**src/rtl/mrg_consts.vh**
```
`ifndef MRG_CONSTS_VH
`define MRG_CONSTS_VH
// Register indices, not APB byte addresses; the byte address is the index times four (0x11 is at 0x44)
`define MRG_IDX_STATUS 8'h00
`define MRG_IDX_CTRL 8'h11
`define MRG_IDX_FAULT 8'h12
`define MRG_IDX_IRQ_EN 8'h13
`define MRG_IDX_IRQ_CLR 8'h14
`define MRG_IDX_LOWSIDE 8'h15
`define MRG_ADDR_W 10
// Control register field positions
`define MRG_CTRL_GATE_EN 2
`define MRG_CTRL_WATCHDOG_SUPERVISE_ENABLE 4
`define MRG_CTRL_OV_RESP 5
`define MRG_CTRL_OC_SEL 8
`define MRG_CTRL_GS_SEL 9
`define MRG_CTRL_SS_SEL 10
`define MRG_CTRL_LG_SEL 11
`define MRG_CTRL_RESET 12'h000
// Status register (index 0x00) bits
`define MRG_ST_POR 0
`define MRG_ST_OV 1
`define MRG_ST_UV 2
`define MRG_ST_WATCHDOG_STATUS 3
`define MRG_ST_WDFAULT 4
`define MRG_ST_ERST 5
`define MRG_ST_HSSUM 6
`define MRG_ST_W 7
// Fault register bits, also the interrupt layout
`define MRG_FL_OC 0
`define MRG_FL_GS 1
`define MRG_FL_SS 2
`define MRG_FL_LG 3
`define MRG_FL_LEAK 4
`define MRG_FL_OV 5
`define MRG_FL_UV 6
`define MRG_FL_POR 7
`define MRG_FL_WD 8
`define MRG_FL_ERST 9
`define MRG_FL_W 10
// Timing in ns at 100 MHz (10 ns period)
`define MRG_CLK_NS 10
`define MRG_OC_DEGLITCH_NS 10000
`define MRG_GS_DELAY_NS 20000
`define MRG_LEAK_TIME_NS 40000
`define MRG_OC_CYC ((`MRG_OC_DEGLITCH_NS + `MRG_CLK_NS - 1) / `MRG_CLK_NS)
`define MRG_GS_CYC ((`MRG_GS_DELAY_NS + `MRG_CLK_NS - 1) / `MRG_CLK_NS)
`define MRG_LEAK_CYC ((`MRG_LEAK_TIME_NS + `MRG_CLK_NS - 1) / `MRG_CLK_NS)
`define MRG_CNT_W 13
`endif

```
**src/rtl/mrg_gate_ctrl.v**
```verilog
// Our own choices: the address map and the APB interface to the registers.
`timescale 1ns/10ps
`include "mrg_consts.vh"
// Overview of operation
// - Gate turns on when control pin or control bit 2 at 0x11 requests it.
// - Overcurrent held past deglitch time sets overcurrent flag; gate off unless its protect select is 1.
// - After overcurrent ends, pin or enable bit may switch the gate on again.
// - Supply, battery, or enabled watchdog faults block or remove the gate drive.
// - Gate short check happens only after the short-detect delay; short keeps gate low unless its select is 1.
// - Overvoltage sets its flag; bit 5 of 0x11 chooses gate off or unchanged.
// - Overvoltage flag clears on status read once overvoltage is gone.
// - Before turn-on, source test current, wait leak time, need source above supply.
// - Failed leakage test keeps gate off and sets the load-leak flag.
// - Logic undervoltage sets power-on-reset flag, gate off, drives reset pin low.
// - Enabled watchdog fault clears watchdog status, sets watchdog fault, gate off.
// - External reset pin low sets external-reset flag and switches gate off.
// - Overcurrent sets flag and summary; gate off unless its protect select is 1.
// - Gate short sets flag and summary; gate off unless its protect select is 1.
// - Source short while enabled sets flag and summary; off unless select is 1.
// - Turn-on with any low-side driver on sets flag; off unless select is 1.
// - Watchdog disable applies only when watchdog enable bit set; bit resets to 0.
module mrg_gate_ctrl (
    input wire i_sys_clk,
    input wire i_rst,
    input wire i_psel,
    input wire i_penable,
    input wire i_pwrite,
    input wire [`MRG_ADDR_W-1:0] i_paddr,
    input wire [31:0] i_pwdata,
    output reg [31:0] o_prdata,
    output wire o_pready,
    output wire o_pslverr,
    input wire i_main_relay_ctrl_pin,
    input wire i_overcurrent_cmp,
    input wire i_gate_short_cmp,
    input wire i_source_short_cmp,
    input wire i_source_above_vdd,
    input wire i_vdd_undervoltage,
    input wire i_bat_overvoltage,
    input wire i_bat_undervoltage,
    input wire i_watchdog_fault,
    input wire i_reset_pin_n,
    input wire [7:0] i_low_side_drivers,
    output reg o_main_relay_gate,
    output reg o_leak_test_current,
    output wire o_reset_pin_n_out,
    output wire o_reset_pin_n_oe,
    output wire o_irq
);
    localparam ST_OFF = 2'd0;
    localparam ST_LEAK = 2'd1;
    localparam ST_ON = 2'd2;
    localparam ST_HOLD = 2'd3;
    localparam SYN_W = 18;
    localparam [31:0] OC_LIM = `MRG_OC_CYC;
    localparam [31:0] GS_LIM = `MRG_GS_CYC;
    localparam [31:0] LEAK_LIM = `MRG_LEAK_CYC;

    wire [SYN_W-1:0] syn;
    wire pin_req;
    wire oc_cmp;
    wire gs_cmp;
    wire ss_cmp;
    wire src_ok;
    wire vdd_uv;
    wire bat_ov;
    wire bat_uv;
    wire wd_flt;
    wire ext_rst;
    wire lowside_on;
    wire [7:0] lowside_s;
    reg [11:0] ctrl_reg;
    reg [`MRG_FL_W-1:0] fault_reg;
    reg [`MRG_FL_W-1:0] fault_next;
    reg [`MRG_FL_W-1:0] irq_en_reg;
    reg [1:0] state_reg;
    reg [1:0] state_next;
    reg watchdog_status_reg;
    wire request;
    wire wd_block;
    wire hard_block;
    wire oc_trip;
    wire gs_check;
    wire leak_done;
    wire oc_kill;
    wire gs_kill;
    wire ss_kill;
    wire ov_kill;
    wire lg_fault;
    wire [`MRG_FL_W-1:0] events;
    wire [`MRG_ADDR_W-1:0] a_status;
    wire [`MRG_ADDR_W-1:0] a_ctrl;
    wire [`MRG_ADDR_W-1:0] a_fault;
    wire [`MRG_ADDR_W-1:0] a_irq_en;
    wire [`MRG_ADDR_W-1:0] a_irq_clr;
    wire [`MRG_ADDR_W-1:0] a_lowside;
    wire wr;
    wire rd;
    wire mapped;
    wire [`MRG_ST_W-1:0] status_word;

    mrg_sync #(.WIDTH(SYN_W)) u_sync (
        .i_sys_clk(i_sys_clk),
        .i_rst(i_rst),
        // Reset pin enters inverted so the cleared sync state reads as released
        .i_async({i_low_side_drivers, ~i_reset_pin_n, i_watchdog_fault, i_bat_undervoltage,
                  i_bat_overvoltage, i_vdd_undervoltage, i_source_above_vdd,
                  i_source_short_cmp, i_gate_short_cmp, i_overcurrent_cmp, i_main_relay_ctrl_pin}),
        .o_sync(syn)
    );
    assign pin_req = syn[0];
    assign oc_cmp = syn[1];
    assign gs_cmp = syn[2];
    assign ss_cmp = syn[3];
    assign src_ok = syn[4];
    assign vdd_uv = syn[5];
    assign bat_ov = syn[6];
    assign bat_uv = syn[7];
    assign wd_flt = syn[8];
    assign ext_rst = syn[9];
    assign lowside_s = syn[SYN_W-1:SYN_W-8];
    assign lowside_on = |lowside_s;

    assign request = pin_req | ctrl_reg[`MRG_CTRL_GATE_EN];
    assign wd_block = ctrl_reg[`MRG_CTRL_WATCHDOG_SUPERVISE_ENABLE] & wd_flt;
    assign hard_block = vdd_uv | bat_uv | wd_block | ext_rst;
    assign ov_kill = bat_ov & ctrl_reg[`MRG_CTRL_OV_RESP];
    assign oc_kill = oc_trip & ~ctrl_reg[`MRG_CTRL_OC_SEL];
    assign gs_kill = gs_check & gs_cmp & ~ctrl_reg[`MRG_CTRL_GS_SEL];
    assign ss_kill = (state_reg == ST_ON) & ss_cmp & ~ctrl_reg[`MRG_CTRL_SS_SEL];
    assign lg_fault = (state_reg == ST_OFF) & request & lowside_on;

    mrg_timer u_oc_timer (
        .i_sys_clk(i_sys_clk),
        .i_rst(i_rst),
        .i_run(oc_cmp && (state_reg == ST_ON)),
        .i_limit(OC_LIM[`MRG_CNT_W-1:0]),
        .o_done(oc_trip)
    );
    mrg_timer u_gs_timer (
        .i_sys_clk(i_sys_clk),
        .i_rst(i_rst),
        .i_run(state_reg == ST_ON),
        .i_limit(GS_LIM[`MRG_CNT_W-1:0]),
        .o_done(gs_check)
    );
    mrg_timer u_leak_timer (
        .i_sys_clk(i_sys_clk),
        .i_rst(i_rst),
        .i_run(state_reg == ST_LEAK),
        .i_limit(LEAK_LIM[`MRG_CNT_W-1:0]),
        .o_done(leak_done)
    );

    always @* begin
        state_next = state_reg;
        case (state_reg)
            ST_OFF: begin
                if (request && !hard_block && !ov_kill) begin
                    if (!lowside_on || ctrl_reg[`MRG_CTRL_LG_SEL]) begin
                        state_next = ST_LEAK;
                    end
                end
            end
            ST_LEAK: begin
                if (!request || hard_block || ov_kill) begin
                    state_next = ST_OFF;
                end else if (leak_done) begin
                    state_next = src_ok ? ST_ON : ST_HOLD;
                end
            end
            ST_ON: begin
                if (!request || hard_block || ov_kill || oc_kill || gs_kill || ss_kill) begin
                    state_next = ST_HOLD;
                end
            end
            ST_HOLD: begin
                // Request must drop before a new turn-on attempt
                if (!request) begin
                    state_next = ST_OFF;
                end
            end
            default: state_next = ST_OFF;
        endcase
    end

    assign events[`MRG_FL_OC] = oc_trip;
    assign events[`MRG_FL_GS] = gs_check & gs_cmp;
    assign events[`MRG_FL_SS] = (state_reg == ST_ON) & ss_cmp;
    assign events[`MRG_FL_LG] = lg_fault;
    assign events[`MRG_FL_LEAK] = (state_reg == ST_LEAK) & leak_done & ~src_ok;
    assign events[`MRG_FL_OV] = bat_ov;
    assign events[`MRG_FL_UV] = bat_uv;
    assign events[`MRG_FL_POR] = vdd_uv;
    assign events[`MRG_FL_WD] = wd_block;
    assign events[`MRG_FL_ERST] = ext_rst;

    assign a_status = {`MRG_IDX_STATUS, 2'b00};
    assign a_ctrl = {`MRG_IDX_CTRL, 2'b00};
    assign a_fault = {`MRG_IDX_FAULT, 2'b00};
    assign a_irq_en = {`MRG_IDX_IRQ_EN, 2'b00};
    assign a_irq_clr = {`MRG_IDX_IRQ_CLR, 2'b00};
    assign a_lowside = {`MRG_IDX_LOWSIDE, 2'b00};
    assign wr = i_psel & i_penable & i_pwrite;
    assign rd = i_psel & i_penable & ~i_pwrite;
    assign mapped = (i_paddr == a_status) | (i_paddr == a_ctrl) | (i_paddr == a_fault) |
                    (i_paddr == a_irq_en) | (i_paddr == a_irq_clr) | (i_paddr == a_lowside);
    assign o_pready = 1'b1;
    assign o_pslverr = i_psel & i_penable & ~mapped;

    always @* begin
        fault_next = fault_reg;
        // Status read clears flags whose cause has gone
        if (rd && i_paddr == a_status) begin
            fault_next = fault_reg & events;
        end
        if (wr && i_paddr == a_irq_clr) begin
            fault_next = fault_next & ~i_pwdata[`MRG_FL_W-1:0];
        end
        fault_next = fault_next | events;
    end

    assign status_word[`MRG_ST_POR] = fault_reg[`MRG_FL_POR];
    assign status_word[`MRG_ST_OV] = fault_reg[`MRG_FL_OV];
    assign status_word[`MRG_ST_UV] = fault_reg[`MRG_FL_UV];
    assign status_word[`MRG_ST_WATCHDOG_STATUS] = watchdog_status_reg;
    assign status_word[`MRG_ST_WDFAULT] = fault_reg[`MRG_FL_WD];
    assign status_word[`MRG_ST_ERST] = fault_reg[`MRG_FL_ERST];
    assign status_word[`MRG_ST_HSSUM] = |fault_reg[`MRG_FL_LG:`MRG_FL_OC];

    always @(posedge i_sys_clk) begin
        if (i_rst) begin
            ctrl_reg <= `MRG_CTRL_RESET;
            fault_reg <= {`MRG_FL_W{1'b0}};
            irq_en_reg <= {`MRG_FL_W{1'b0}};
            state_reg <= ST_OFF;
            watchdog_status_reg <= 1'b1;
            o_main_relay_gate <= 1'b0;
            o_leak_test_current <= 1'b0;
            o_prdata <= 32'h0000_0000;
        end else begin
            state_reg <= state_next;
            fault_reg <= fault_next;
            watchdog_status_reg <= ~wd_block;
            o_main_relay_gate <= (state_next == ST_ON);
            o_leak_test_current <= (state_next == ST_LEAK);
            if (wr && i_paddr == a_ctrl) begin
                ctrl_reg <= i_pwdata[11:0];
            end
            if (wr && i_paddr == a_irq_en) begin
                irq_en_reg <= i_pwdata[`MRG_FL_W-1:0];
            end
            if (i_psel && !i_penable && !i_pwrite) begin
                o_prdata <= 32'h0000_0000;
                if (i_paddr == a_status) begin
                    o_prdata <= {{(32-`MRG_ST_W){1'b0}}, status_word};
                end
                if (i_paddr == a_ctrl) begin
                    o_prdata <= {20'h00000, ctrl_reg};
                end
                if (i_paddr == a_fault) begin
                    o_prdata <= {{(32-`MRG_FL_W){1'b0}}, fault_reg};
                end
                if (i_paddr == a_irq_en) begin
                    o_prdata <= {{(32-`MRG_FL_W){1'b0}}, irq_en_reg};
                end
                if (i_paddr == a_lowside) begin
                    o_prdata <= {24'h000000, lowside_s};
                end
            end
        end
    end

    assign o_reset_pin_n_out = 1'b0;
    assign o_reset_pin_n_oe = vdd_uv;
    assign o_irq = |(fault_reg & irq_en_reg);
endmodule // mrg_gate_ctrl

```
**src/rtl/mrg_sync.v**
```verilog
`timescale 1ns/10ps
module mrg_sync #(
    parameter WIDTH = 8
) (
    input wire i_sys_clk,
    input wire i_rst,
    input wire [WIDTH-1:0] i_async,
    output reg [WIDTH-1:0] o_sync
);
    reg [WIDTH-1:0] meta_reg;
    always @(posedge i_sys_clk) begin
        if (i_rst) begin
            meta_reg <= {WIDTH{1'b0}};
            o_sync <= {WIDTH{1'b0}};
        end else begin
            meta_reg <= i_async;
            o_sync <= meta_reg;
        end
    end
endmodule // mrg_sync

```
**src/rtl/mrg_timer.v**
```verilog
`timescale 1ns/10ps
`include "mrg_consts.vh"
// Counts while i_run is high; o_done once the count reaches i_limit
module mrg_timer (
    input wire i_sys_clk,
    input wire i_rst,
    input wire i_run,
    input wire [`MRG_CNT_W-1:0] i_limit,
    output wire o_done
);
    reg [`MRG_CNT_W-1:0] cnt_reg;
    always @(posedge i_sys_clk) begin
        if (i_rst || !i_run) begin
            cnt_reg <= {`MRG_CNT_W{1'b0}};
        end else if (cnt_reg != i_limit) begin
            cnt_reg <= cnt_reg + 1'b1;
        end
    end
    assign o_done = i_run && (cnt_reg == i_limit);
endmodule // mrg_timer

```
**config.mk**
```make
export PLATFORM = sky130hd
export DESIGN_NAME = mrg_gate_ctrl
export DESIGN_NICKNAME = d
export VERILOG_FILES = /design/src/rtl/mrg_gate_ctrl.v /design/src/rtl/mrg_sync.v /design/src/rtl/mrg_timer.v
export VERILOG_INCLUDE_DIRS = /design/src /design/src/rtl
export SDC_FILE = /design/constraint.sdc
export NUM_CORES = 1
export LEC_CHECK = 0
export ABC_CLOCK_PERIOD_IN_PS = 2300
export BUFFER_PORTS_ARGS = -buffer_cell sky130_fd_sc_hd__clkbuf_2
export CAP_MARGIN = 20
export CORE_MARGIN = 2
export CORE_UTILIZATION = 45
export DETAILED_ROUTE_END_ITERATION = 7
export PLACE_DENSITY = 0.67
export RECOVER_POWER = 100
export SETUP_SLACK_MARGIN = 0.4
export SKIP_LAST_GASP = 1
export SYNTH_ARGS = -nofsm -noshare
export SYNTH_HDL_FRONTEND = slang
export SYNTH_SLANG_ARGS = --single-unit
```
**constraint.sdc**
```tcl
create_clock -name i_sys_clk -period 2.3 [get_ports i_sys_clk]
set_input_delay 0.115 -clock i_sys_clk [delete_from_list [all_inputs] [get_ports i_sys_clk]]
set_output_delay 0.115 -clock i_sys_clk [all_outputs]
set_load 0.02 [all_outputs]
```
# [Word level (Yosys, flattened, before mapping)]
# Index checks and enable logic that the tools add are counted.
[totals] ff_bits=144 inputBits=65 out_inout_bits=39 word_cells=119
[classes] n_addsub=3 n_eq_ne=16 mux=15 n_bitwise=37 n_reduce_logical=35
[op_table] operator="$mux W32" count=4
[op_table] operator="$eq A10 B7 Y1 const B" count=5
[op_table] operator="$add A13 B1 Y13 const B" count=3
[op_table] operator="$and A10 B10 Y10" count=3
[op_table] operator="$mux W10" count=2
[op_table] operator="$and A1 B1 Y1" count=15
[op_table] operator="$eq A13 B10 Y1 const B" count=1
[op_table] operator="$eq A13 B11 Y1 const B" count=1
[op_table] operator="$eq A13 B12 Y1 const B" count=1
[op_table] operator="$ne A13 B10 Y1 const B" count=1
[op_table] operator="$ne A13 B11 Y1 const B" count=1
[op_table] operator="$ne A13 B12 Y1 const B" count=1
[op_table] operator="$logic_and A1 B1 Y1" count=12
[op_table] operator="$mux W2" count=6
[op_table] operator="$logic_not A10 Y1" count=1
[op_table] operator="$not A10 Y10" count=1
[op_table] operator="$or A10 B10 Y10" count=1
[op_table] operator="$reduce_or A10 Y1" count=1
[op_table] operator="$logic_not A1 Y1" count=9
[op_table] operator="$logic_or A1 B1 Y1" count=9
[op_table] operator="$or A1 B1 Y1" count=9
[op_table] operator="$not A1 Y1" count=8
[op_table] operator="$pmux W2 S4" count=1
[op_table] operator="$reduce_or A8 Y1" count=1
[op_table] operator="other kinds (6)" count=9

# [Depth between registers and ports, before layout]
# Gate-level depths: netlist of the first run.
[depth] depth_word=11 depth_mapped=7 ltp_nobuf=7

# [By module]
# Synthesis of the first run repeated with hierarchy kept, for this count alone.
[hier_totals] hier_cells=664 area_unflattened_um2=6222.2
[by_module_without_submodules] module="mrg_gate_ctrl" instances=1 cells_per_inst=310 area_per_inst_um2=2686.3 seq_area_each_um2=980.9
[by_module_without_submodules] module="mrg_timer" instances=3 cells_per_inst=93 area_per_inst_um2=847.1 seq_area_each_um2=260.2
[by_module_without_submodules] module="mrg_sync" instances=1 cells_per_inst=75 area_per_inst_um2=994.7 seq_area_each_um2=720.7

# [Least setup slack after synthesis of the first run]
# OpenSTA, ideal clock, no wires.
[synth_timing] path_kind="register to register" from="register u_leak_timer.cnt_reg[0]" to="register o_leak_test_current" setup_time_ns=0.132 arrival_time_ns=1.833 required_time_ns=2.168 path_slack_ns=0.335 path_stages_with_launch=7 path_buffers=0 period_less_slack_ns=1.965 path_cell_list="dfxtp_1 -> inv_1 -> ha_1 -> or4bb_1 -> or3_4 -> o31a_1 -> nor3b_1"
[synth_via] elab_chain_len=6
[synth_rtl] item="from (decl)" line="mrg_timer.v:11" text="reg [`MRG_CNT_W-1:0] cnt_reg;"
[synth_rtl] item="from (signal assigned)" line="mrg_timer.v:14" text="cnt_reg <= {`MRG_CNT_W{1'b0}};"
[synth_rtl] item="from (signal assigned)" line="mrg_timer.v:16" text="cnt_reg <= cnt_reg + 1'b1;"
[synth_rtl] item="$eq A13 B12 Y1" line="mrg_timer.v:19" text="assign o_done = i_run && (cnt_reg == i_limit);"
[synth_rtl] item="$logic_and A1 B1 Y1" line="mrg_timer.v:19"
[synth_rtl] item="$mux W2" line="mrg_gate_ctrl.v:168" text="end else if (leak_done) begin"
[synth_rtl] item="$mux W2" line="mrg_gate_ctrl.v:166" text="if (!request || hard_block || ov_kill) begin"
[synth_rtl] item="$pmux W2 S4" line="mrg_gate_ctrl.v:157" text="case (state_reg)"
[synth_rtl] item="$eq A2 B1 Y1" line="mrg_gate_ctrl.v:246" text="o_leak_test_current <= (state_next == ST_LEAK);"
[synth_rtl] item="to (signal assigned)" line="mrg_gate_ctrl.v:246"
[synth_rtl] item="to (decl)" line="mrg_gate_ctrl.v:45" text="output reg o_leak_test_current,"
# No other way between the ends.
# A chain may end at the register's enable or synchronous reset.

# [Final worst setup path of the first run]
# Ends and elaborated chain as after synthesis.

==> out/metrics.cfg, run 1 <==
[outcome]
status=finished, final reports clean

[clock_network]
clk_latency_ns=0.41
htreeDepth=4
cts_made_buffers=17
cts-root-buf=clkbuf_16
cts.sinks=124
clkTransAtPathRegs_ns=0.06
cts_tree=yes
clockBufferDepth=2

[critical_path]
worstPathCellList=clkinvlp_2, ha_4, or4bb_4, or3_1, o31a_1, nor3b_1
crit_path_top_delay_cell=or4bb_4
end_kind=flip-flop
path_buf_inv=1
slowest_delay_ns=0.45
crit_required_ns=2.58
path_class=flip-flop to flip-flop
cp_max_fo=3
cp_data_arrival_time_ns=2.24
r2r_slack_ns=0.34
startpoint_type=flip-flop
path_delay_family=simple AND/OR/NAND/NOR gates

[sta]
fin_crit_sh=0.8505
hold_viol=0
slew_headroom=0.2258
fmax_mhz=511.2
fin_skew_ns=0.007434
hold_slack_ns=0.1344
final-setup-viol-count=0
rsz0062_at_grt=true
drv_slew=0
setup_ws_ns=0.3438
period_needed_ns=1.956
tightest_slew_ns=1.161
final.setup.tns_ns=0

[global_route]
grt_pass1_vias=4386
grt_max_degree=49
grt_pass1_wl_um=20470
antenna_found_initial=0
grt_usage=0.1996
grt-ovfl-total=0

[drt]
drcViolationCount=0
totalWireLength_um=12590
antenna_left=0
vias=4643
drt_iter0_markers=342
dr.pass1.iters=5
vias_per_cell=5.349
wl_per_cell_um=14.50

[yosys]
synth_edf_count=0
seq_area_frac_synth=0.4608
synth-async-reset-ratio=0
synthCells=612
syn_avg_cell_area_um2=8.803
synthDistinctLibCells=62
ys.warnings.count=0
synth_ff_type=dfxtp_1
syn_area_um2=5388
ys_ff_latch=124

[final_layout]
fin_area_um2=6729
n_fill_cell=1052
n_antenna_cell=0
seqCellArea_um2=2486
syn_to_final_growth_pct=24.90
multiInputGateArea_um2=2706
layout.nets=783
drive_above_1_share=0.1614

[power_and_ir_drop]
power_mw=5.181
ir_worst_vdd_uv=508.4
p_per_area_nw_per_um2=769.9
p_leak_nw=2.547

[min_path]
hp-class=input pin to flip-flop

[floorplanning]
die_area_um2=12860
die_width_um=113.4
rows=39
pin_count=104
initial_utilization=0.4659
coreArea_um2=11560
die_h_um=113.4

[placed_design]
io_buffers=61
placed_cell_area_um2=5786
place_ws_ns=0.3262
place_congestion=0.8749
dpl.hpwl_um=8692

[run]
cap_violations=0

## cells in the mapped netlist (3+ instances only)
master	count	area share
inv_1	10	0.0070
nand3b_1	4	0.0056
a221oi_1	8	0.013
a31oi_1	8	0.0093
and4b_1	3	0.0056
or3_1	6	0.0070
nor2b_1	39	0.045
nor3_1	14	0.013
dfxtp_1	124	0.46
a22oi_1	4	0.0056
mux2i_1	12	0.022
a211oi_1	3	0.0042
nand2_1	60	0.042
a21oi_1	37	0.034
buf_2	3	0.0028
xnor2_1	12	0.020
and3_1	7	0.0081
ha_1	6	0.014
nand4_1	14	0.016
a22o_1	4	0.0065
nor2_1	77	0.054
nand3_1	32	0.030
nand2b_1	6	0.0070
o22ai_1	4	0.0046
mux2_2	4	0.0084
buf_4	23	0.032
nor4_1	4	0.0046
xor2_1	20	0.033
clkbuf_1	21	0.015
## cell type report
type,count,area share
Inverter,10,0.005764
Clock inverter,13,0.02436
Clock buffer,19,0.06582
Tap cell,143,0.02659
Sequential cell,124,0.3695
Multi-Input combinational cell,449,0.4022
Timing Repair Buffer,110,0.1058
## metal layers
metal / global-route usage / vias to the layer above / part of all wire
li1: - / 2288 / -
met5: 0 / - / 0
met3: 0.05048 / 15 / 0.059
met1: 0.2600 / 2198 / 0.45
met2: 0.3234 / 142 / 0.48
met4: 0.07073 / 0 / 0.013
## final timing paths
kind                      startpoint                   to  cells past startpoint
max reg2reg  u_leak_timer.cnt_reg[0]  o_leak_test_current                      6
max          u_leak_timer.cnt_reg[0]  o_leak_test_current                      6
min                        i_penable          o_prdata[8]                      4
min reg2reg       u_sync.meta_reg[6]     u_sync.o_sync[6]                      1
## logic make-up after synthesis
| family | count (synthesis) | synth area share |
|---|---|---|
| AOI/OAI and AO/OA | 81 | 0.09870 |
| xor gates and xnor gates | 32 | 0.05202 |
| adders and majority gates | 6 | 0.01393 |
| buffers and inverters | 59 | 0.05783 |
| DFF | 124 | 0.4608 |
| muxes | 16 | 0.03066 |
| other | 2 | 0.001394 |
| and+or+nand+nor | 292 | 0.2847 |
## worst min-delay path: stages
cell and delay, ns:
clkbuf_2 0.13, nor3b_2 0.10, nand3_1 0.09, a21oi_1 0.06
## metrics by stage
| step | util | instances |
|---|---|---|
| CTS | 0.5821 | 866 |
| global placement | 0.5003 | 802 |
| finish | 0.5818 | 868 |
| global route | 0.5818 | 868 |
| detailed placement | 0.5003 | 802 |
| floorplan | - | 632 |
## cell usage in the layout, fill, tap and decap left out, types with 20 or more instances in the layout
master	instances
xor2_1	20
dfxtp_1	123
a21oi_1	37
conb_1	22
dlygate4sd3_1	31
clkbuf_2	45
nand3_1	32
nor2_1	77
nor2b_1	39
nand2_1	60
clkbuf_1	22
## timing repair
item | 4_1_cts | 5_1_grt
endpoints found under the setup margin | 6 | 12
buffers inserted | 1 | 2
cloned | 0 | 0
hold buffers | 31 | 0
gates resized for setup | 5 | 11
pin swaps | 2 | 1
endpoints found under the hold margin | 37 | 0
## power by group
part | internal (mW) | total, mW | switching [mW]
sequential | 2.19 | 2.21 | 0.0223
clock | 1.74 | 2.70 | 0.965
combinational | 0.115 | 0.270 | 0.155
total | 4.04 | 5.18 | 1.14
No activity file was read; power rests on OpenSTA's default activity.
==> inputs of run 2 (changes only) <==
--- a/config.mk
+++ b/config.mk
@@ -6,7 +6,7 @@
 export SDC_FILE = /design/constraint.sdc
 export NUM_CORES = 1
 export LEC_CHECK = 0
-export ABC_CLOCK_PERIOD_IN_PS = 2300
+export ABC_CLOCK_PERIOD_IN_PS = 1800
 export BUFFER_PORTS_ARGS = -buffer_cell sky130_fd_sc_hd__clkbuf_2
 export CAP_MARGIN = 20
 export CORE_MARGIN = 2
==> constraint.sdc (replaced) <==
create_clock -name i_sys_clk -period 1.8 [get_ports i_sys_clk]
set_input_delay 0.09 -clock i_sys_clk [delete_from_list [all_inputs] [get_ports i_sys_clk]]
set_output_delay 0.09 -clock i_sys_clk [all_outputs]
set_load 0.05 [all_outputs]
==> out/metrics.cfg, run 2 (same netlist as run 1, synthesis figures left out) <==
[sta]
hold_viol=0  ; unchanged
rsz0062_at_grt=true  ; unchanged
final.setup.tns_ns=-0.1526  ; was 0 ns
fin_crit_sh=1.044  ; was 0.8505
fmax_mhz=532.2  ; was 511.2 MHz
slew_headroom=0.5414  ; was 0.2258
fin_skew_ns=0.007293  ; was 0.007434 ns
drv_slew=0  ; unchanged
tightest_slew_ns=0.6817  ; was 1.161 ns
period_needed_ns=1.879  ; was 1.956 ns
final-setup-viol-count=2  ; was 0
setup_ws_ns=-0.07897  ; was 0.3438 ns

[floorplanning]
initial_utilization=0.4659  ; unchanged
rows=39  ; unchanged
die_h_um=113.4  ; unchanged
die_width_um=113.4  ; unchanged
die_area_um2=12860  ; unchanged
coreArea_um2=11560  ; unchanged
pin_count=104  ; unchanged

[clock_network]
cts_made_buffers=17  ; unchanged
clk_latency_ns=0.41  ; about the same
htreeDepth=4  ; unchanged
clkTransAtPathRegs_ns=0.06  ; about the same
cts-root-buf=clkbuf_16  ; unchanged
clockBufferDepth=2  ; unchanged
cts.sinks=124  ; unchanged
cts_tree=yes  ; unchanged

[placed_design]
place_congestion=0.8298  ; was 0.8749
dp.cells=818  ; was 802
dpl.hpwl_um=9007  ; was 8692 µm
io_buffers=61  ; unchanged

[power_and_ir_drop]
sw_frac_of_total=0.2358  ; was 0.2205
ir_worst_vdd_uv=677.5  ; was 508.4 µV
clockPowerShare=0.508  ; was 0.521
p_per_area_nw_per_um2=917.0  ; was 769.9 nW/µm²
internal_power_mw=5.070  ; was 4.038 mW
p_leak_nw=2.752  ; was 2.547 nW
p_switching_mw=1.565  ; was 1.143 mW
power_frac_comb=0.067  ; was 0.052
p_seq_frac=0.426  ; was 0.427

[critical_path]
end_kind=flip-flop  ; unchanged
startpoint_type=flip-flop  ; unchanged
crit_required_ns=2.09  ; was 2.58 ns
reg2reg_from=u_leak_timer.cnt_reg[0]  ; unchanged
ff2ff_path_depth=6  ; unchanged
timing.rr.end=o_leak_test_current  ; unchanged
path_class=flip-flop to flip-flop  ; unchanged
r2r_slack_ns=-0.08  ; was 0.34 ns
cp_data_arrival_time_ns=2.17  ; was 2.24 ns
cp_max_fo=2  ; was 3

[drt]
vias_per_cell=5.319  ; was 5.349
drt_iter0_markers=373  ; was 342
dr.pass1.iters=5  ; unchanged
totalWireLength_um=13600  ; was 12590 µm
wl_per_cell_um=15.16  ; was 14.50 µm
drcViolationCount=0  ; unchanged
vias=4771  ; was 4643
antenna_left=0  ; unchanged

[final_layout]
layout_common_cells=109 x dfxtp_1, 74 x nor2_1, 60 x nand2_1, 45 x clkbuf_2, 39 x nor2b_1  ; was 123 x dfxtp_1, 77 x nor2_1, 60 x nand2_1, 45 x clkbuf_2, 39 x nor2b_1
layout_commonest_cell=dfxtp_1  ; unchanged
layout.nets=812  ; was 783
n_fill_cell=962  ; was 1052
instances_no_fill=897  ; was 868
drive_above_1_share=0.2613  ; was 0.1614
utilization=0.6257  ; was 0.5818
n_antenna_cell=0  ; unchanged
syn_to_final_growth_pct=34.30  ; was 24.90%

[outcome]
status=finished, violations left  ; was finished, final reports clean
violations=negative setup slack

[min_path]
whs_path_depth=4  ; unchanged
hold_start=i_penable  ; unchanged
hold_end=o_prdata[9]  ; was o_prdata[8]
hp-class=input pin to flip-flop  ; unchanged

[global_route]
grt_usage=0.2104  ; was 0.1996
grt_pass1_vias=4507  ; was 4386
grt_max_degree=31  ; was 49
grt-ovfl-total=0  ; unchanged
antenna_found_initial=0  ; unchanged
grt_pass1_wl_um=21360  ; was 20470 µm

[run]
cap_violations=0  ; unchanged

-- run 2: cell types whose count changed in the layout (fill, tap and decap cells not counted), moves of 5 or more --
cell / before / now
buf_4: 13 / 38
dfxtp_1: 123 / 109
dfxtp_2: 0 / 13
nor3_1: 14 / 7
clkinvlp_4: 2 / 7
nand3_1: 32 / 27
-- run 2: final cells by class --
| class | instances | area [µm²] | area share |
|---|---|---|---|
| multi-input combinational | 449 | 2974 | 0.4110 |
| sequential | 124 | 2506 | 0.3464 |
| timing repair buffer | 139 | 943.4 | 0.1304 |
| clock buffer | 20 | 456.7 | 0.06312 |
| tap | 143 | 178.9 | 0.02473 |
| clock inverter | 12 | 138.9 | 0.01919 |
| inverter | 10 | 37.54 | 0.005188 |
-- run 2: timing repair --
item | CTS | global route
resized for setup | 32 | 57
pin swaps | 15 | 24
setup buffers | 9 | 8
setup endpoints to repair | 28 | 57
hold buffers | 30 | 0
hold endpoints to repair | 40 | 0
-- run 2: power groups by stage --
stage / clock [mW] / combinational (mW) / sequential (mW)
3_3_place_gp: 0 / 0.380 / 2.88
3_5_place_dp: 0 / 0.386 / 2.88
2_1_floorplan: 0 / 0.282 / 2.90
4_1_cts: 3.42 / 0.440 / 2.82
5_1_grt: 3.54 / 0.477 / 2.83
6_report: 3.37 / 0.443 / 2.82
-- run 2: worst max-delay path by stage --
stage                             from             endpoint  slack [ns]  cells past startpoint
5_1_grt        u_leak_timer.cnt_reg[0]  o_leak_test_current       -0.13                      6
3_5_place_dp   u_leak_timer.cnt_reg[0]  o_leak_test_current       -0.08                      6
4_1_cts        u_leak_timer.cnt_reg[0]  o_leak_test_current       -0.08                      6
2_1_floorplan  u_leak_timer.cnt_reg[0]  o_leak_test_current       -0.05                      6
3_3_place_gp   u_leak_timer.cnt_reg[0]  o_leak_test_current       -0.03                      6
6_report       u_leak_timer.cnt_reg[0]  o_leak_test_current       -0.08                      6
-- run 2: critical path: stages, from the launching register on --
cell and delay [ns]:
dfxtp_2 0.32, inv_2 0.05, ha_2 0.15, or4bb_1 0.43
or3_4 0.39, o31a_1 0.27, nor3b_1 0.15
-- run 2: routing by layer --
layer / global-route usage / share of wire
met5: 0 / 0
met4: 0.08699 / 0.015
met3: 0.05154 / 0.064
met2: 0.3373 / 0.48
met1: 0.2729 / 0.44
-- run 2: through the flow --
step	total power, mW	hold slack [ns]	setup WS (ns)	instance area [µm²]
6_report	6.635	0.1303	-0.07897	7236
5_1_grt	6.840	0.1383	-0.1289	7236
4_1_cts	6.684	0.09849	-0.08035	7099
3_5_place_dp	3.269	0.2492	-0.08398	5992
3_3_place_gp	3.261	0.2471	-0.02934	5992
2_1_floorplan	3.181	0.1624	-0.04753	5554
==> inputs of run 3 (changes only) <==
--- a/config.mk
+++ b/config.mk
@@ -11,10 +11,12 @@
 export CAP_MARGIN = 20
 export CORE_MARGIN = 2
 export CORE_UTILIZATION = 45
+export CTS_CLUSTER_SIZE = 30
 export DETAILED_ROUTE_END_ITERATION = 7
 export PLACE_DENSITY = 0.67
 export RECOVER_POWER = 100
 export SETUP_SLACK_MARGIN = 0.4
+export SKIP_CTS_REPAIR_TIMING = 1
 export SKIP_LAST_GASP = 1
 export SYNTH_ARGS = -nofsm -noshare
 export SYNTH_HDL_FRONTEND = slang
==> constraint.sdc (replaced) <==
create_clock -name i_sys_clk -period 1.8 [get_ports i_sys_clk]
set_input_delay 0.45 -clock i_sys_clk [delete_from_list [all_inputs] [get_ports i_sys_clk]]
set_output_delay 0.45 -clock i_sys_clk [all_outputs]
set_load 0.05 [all_outputs]
==> out/metrics.cfg, run 3 (same netlist as run 1, synthesis figures left out) <==
[drt]
dr.pass1.iters=5  ; unchanged
wl_per_cell_um=16.68  ; was 15.16 µm
totalWireLength_um=14840  ; was 13600 µm
drcViolationCount=0  ; unchanged
drt_iter0_markers=377  ; was 373
antenna_left=0  ; unchanged
vias_per_cell=5.513  ; was 5.319
vias=4907  ; was 4771

[sta]
rsz0062_at_grt=true  ; unchanged
fmax_mhz=507.8  ; was 532.2 MHz
final-setup-viol-count=5  ; was 2
setup_ws_ns=-0.1692  ; was -0.07897 ns
fin_crit_sh=1.094  ; was 1.044
period_needed_ns=1.969  ; was 1.879 ns
tightest_slew_ns=0.5917  ; was 0.6817 ns
hold_viol=0  ; unchanged
drv_slew=0  ; unchanged
slew_headroom=0.6072  ; was 0.5414
fin_skew_ns=0.006696  ; was 0.007293 ns

[power_and_ir_drop]
clockPowerShare=0.503  ; was 0.508
ir_worst_vdd_uv=681.1  ; was 677.5 µV
p_switching_mw=1.492  ; was 1.565 mW
p_leak_nw=3.002  ; was 2.752 nW
power_frac_comb=0.071  ; was 0.067
p_per_area_nw_per_um2=869.9  ; was 917.0 nW/µm²
internal_power_mw=5.172  ; was 5.070 mW
p_seq_frac=0.425  ; was 0.426
sw_frac_of_total=0.2239  ; was 0.2358

[clock_network]
clockBufferDepth=2  ; unchanged
htreeDepth=4  ; unchanged
cts.sinks=124  ; unchanged
clkTransAtPathRegs_ns=0.05  ; was 0.06 ns
cts_tree=yes  ; unchanged
cts_made_buffers=17  ; unchanged
cts-root-buf=clkbuf_16  ; unchanged
clk_latency_ns=0.41  ; about the same

[placed_design]
place_ws_ns=-0.2553  ; was -0.08398 ns
dp.cells=837  ; was 818
dpl.hpwl_um=8994  ; was 9007 µm
placed_cell_area_um2=6181  ; was 5992 µm²
io_buffers=61  ; unchanged
place_congestion=0.8544  ; was 0.8298

[outcome]
violations=negative setup slack  ; unchanged
status=finished, violations left  ; unchanged

[critical_path]
cp_data_arrival_time_ns=1.52  ; was 2.17 ns
crit_required_ns=1.35  ; was 2.09 ns
path_class=flip-flop to primary output  ; was flip-flop to flip-flop
startpoint_type=flip-flop  ; unchanged
cp_max_fo=3  ; was 2
end_kind=primary output  ; was flip-flop

[min_path]
hp-class=input pin to flip-flop  ; unchanged

[floorplanning]
rows=39  ; unchanged
initial_utilization=0.4659  ; unchanged
die_width_um=113.4  ; unchanged
die_area_um2=12860  ; unchanged
die_h_um=113.4  ; unchanged
pin_count=104  ; unchanged
coreArea_um2=11560  ; unchanged

[global_route]
grt_pass1_wl_um=20300  ; was 21360 µm
grt_usage=0.1989  ; was 0.2104
grt_pass1_vias=4246  ; was 4507
grt_max_degree=57  ; was 31
grt-ovfl-total=0  ; unchanged
antenna_found_initial=0  ; unchanged

[final_layout]
layout_common_cells=106 x dfxtp_1, 72 x nor2_1, 51 x buf_4, 44 x clkbuf_2, 43 x nand2_1  ; was 109 x dfxtp_1, 74 x nor2_1, 60 x nand2_1, 45 x clkbuf_2, 39 x nor2b_1
layout_commonest_cell=dfxtp_1  ; unchanged
layout.nets=810  ; was 812
n_antenna_cell=0  ; unchanged
drive_above_1_share=0.3896  ; was 0.2613
instances_no_fill=890  ; was 897
fin_area_um2=7660  ; was 7236 µm²
syn_to_final_growth_pct=42.17  ; was 34.30%

[run]
cap_violations=0  ; unchanged

## run 3: cell types whose count changed in the layout (fill, tap and decap cells not counted), sizes merged
cell	before	now
buf	42	90
dlygate4sd3	30	0
clkbuf	87	66
clkinvlp	7	2
bufinv	2	3
inv	11	10
nand3	32	33
## run 3: worst max-delay path, stage by stage (launching register included)
cell and delay [ns]:
dfxtp_2 0.33, a22o_1 0.23, a221oi_2 0.16, nand4_1 0.18, buf_6 0.20
## run 3: area by class of cell
class                      count  area, µm²
inverter                      10      40.04
fill                         877       3905
sequential                   124       2505
timing repair buffer         136       1082
clock inverter                 7      118.9
clock buffer                  20      456.7
multi-input combinational    450       3278
tap                          143      178.9
## run 3: path summary, 6_finish.rpt
path | from | endpoint | slack [ns] | cells after the start
setup / recovery | irq_en_reg[0] | o_irq | -0.17 | 4
hold / removal | i_reset_pin_n | u_sync.meta_reg[9] | 0.19 | 2
setup reg to reg | u_leak_timer.cnt_reg[1] | o_main_relay_gate | -0.14 | 7
hold reg to reg | u_sync.meta_reg[10] | u_sync.o_sync[10] | 0.43 | 1
## run 3: per-layer routing
metal / vias to the layer above / part of all wire / GRT usage
met4: 0 / 0.023 / 0.07561
met5: - / 0 / 0
met2: 222 / 0.48 / 0.3078
met3: 37 / 0.081 / 0.04410
li1: 2345 / - / -
met1: 2303 / 0.42 / 0.2733
## run 3: power by group through the flow
| stage | registers, mW | logic [mW] | clock network (mW) |
|---|---|---|---|
| 3_5_place_dp | 2.88 | 0.414 | 0 |
| 5_1_grt | 2.84 | 0.507 | 3.51 |
| 3_3_place_gp | 2.88 | 0.408 | 0 |
| 4_1_cts | 2.82 | 0.416 | 3.37 |
| 2_1_floorplan | 2.90 | 0.288 | 0 |
| 6_report | 2.83 | 0.476 | 3.35 |
## run 3: per-stage QoR
step                hold slack [ns]  TNS, ns  power, mW  utilization
finish                       0.1931  -0.5419      6.663       0.6623
global route                 0.1973   -1.222      6.854       0.6623
CTS                          0.1820  -0.6452      6.614       0.5842
detailed placement           0.4251   -7.089      3.296       0.5345
global placement             0.4162   -6.453      3.289       0.5345
floorplan                    0.4138  -0.6385      3.187            -
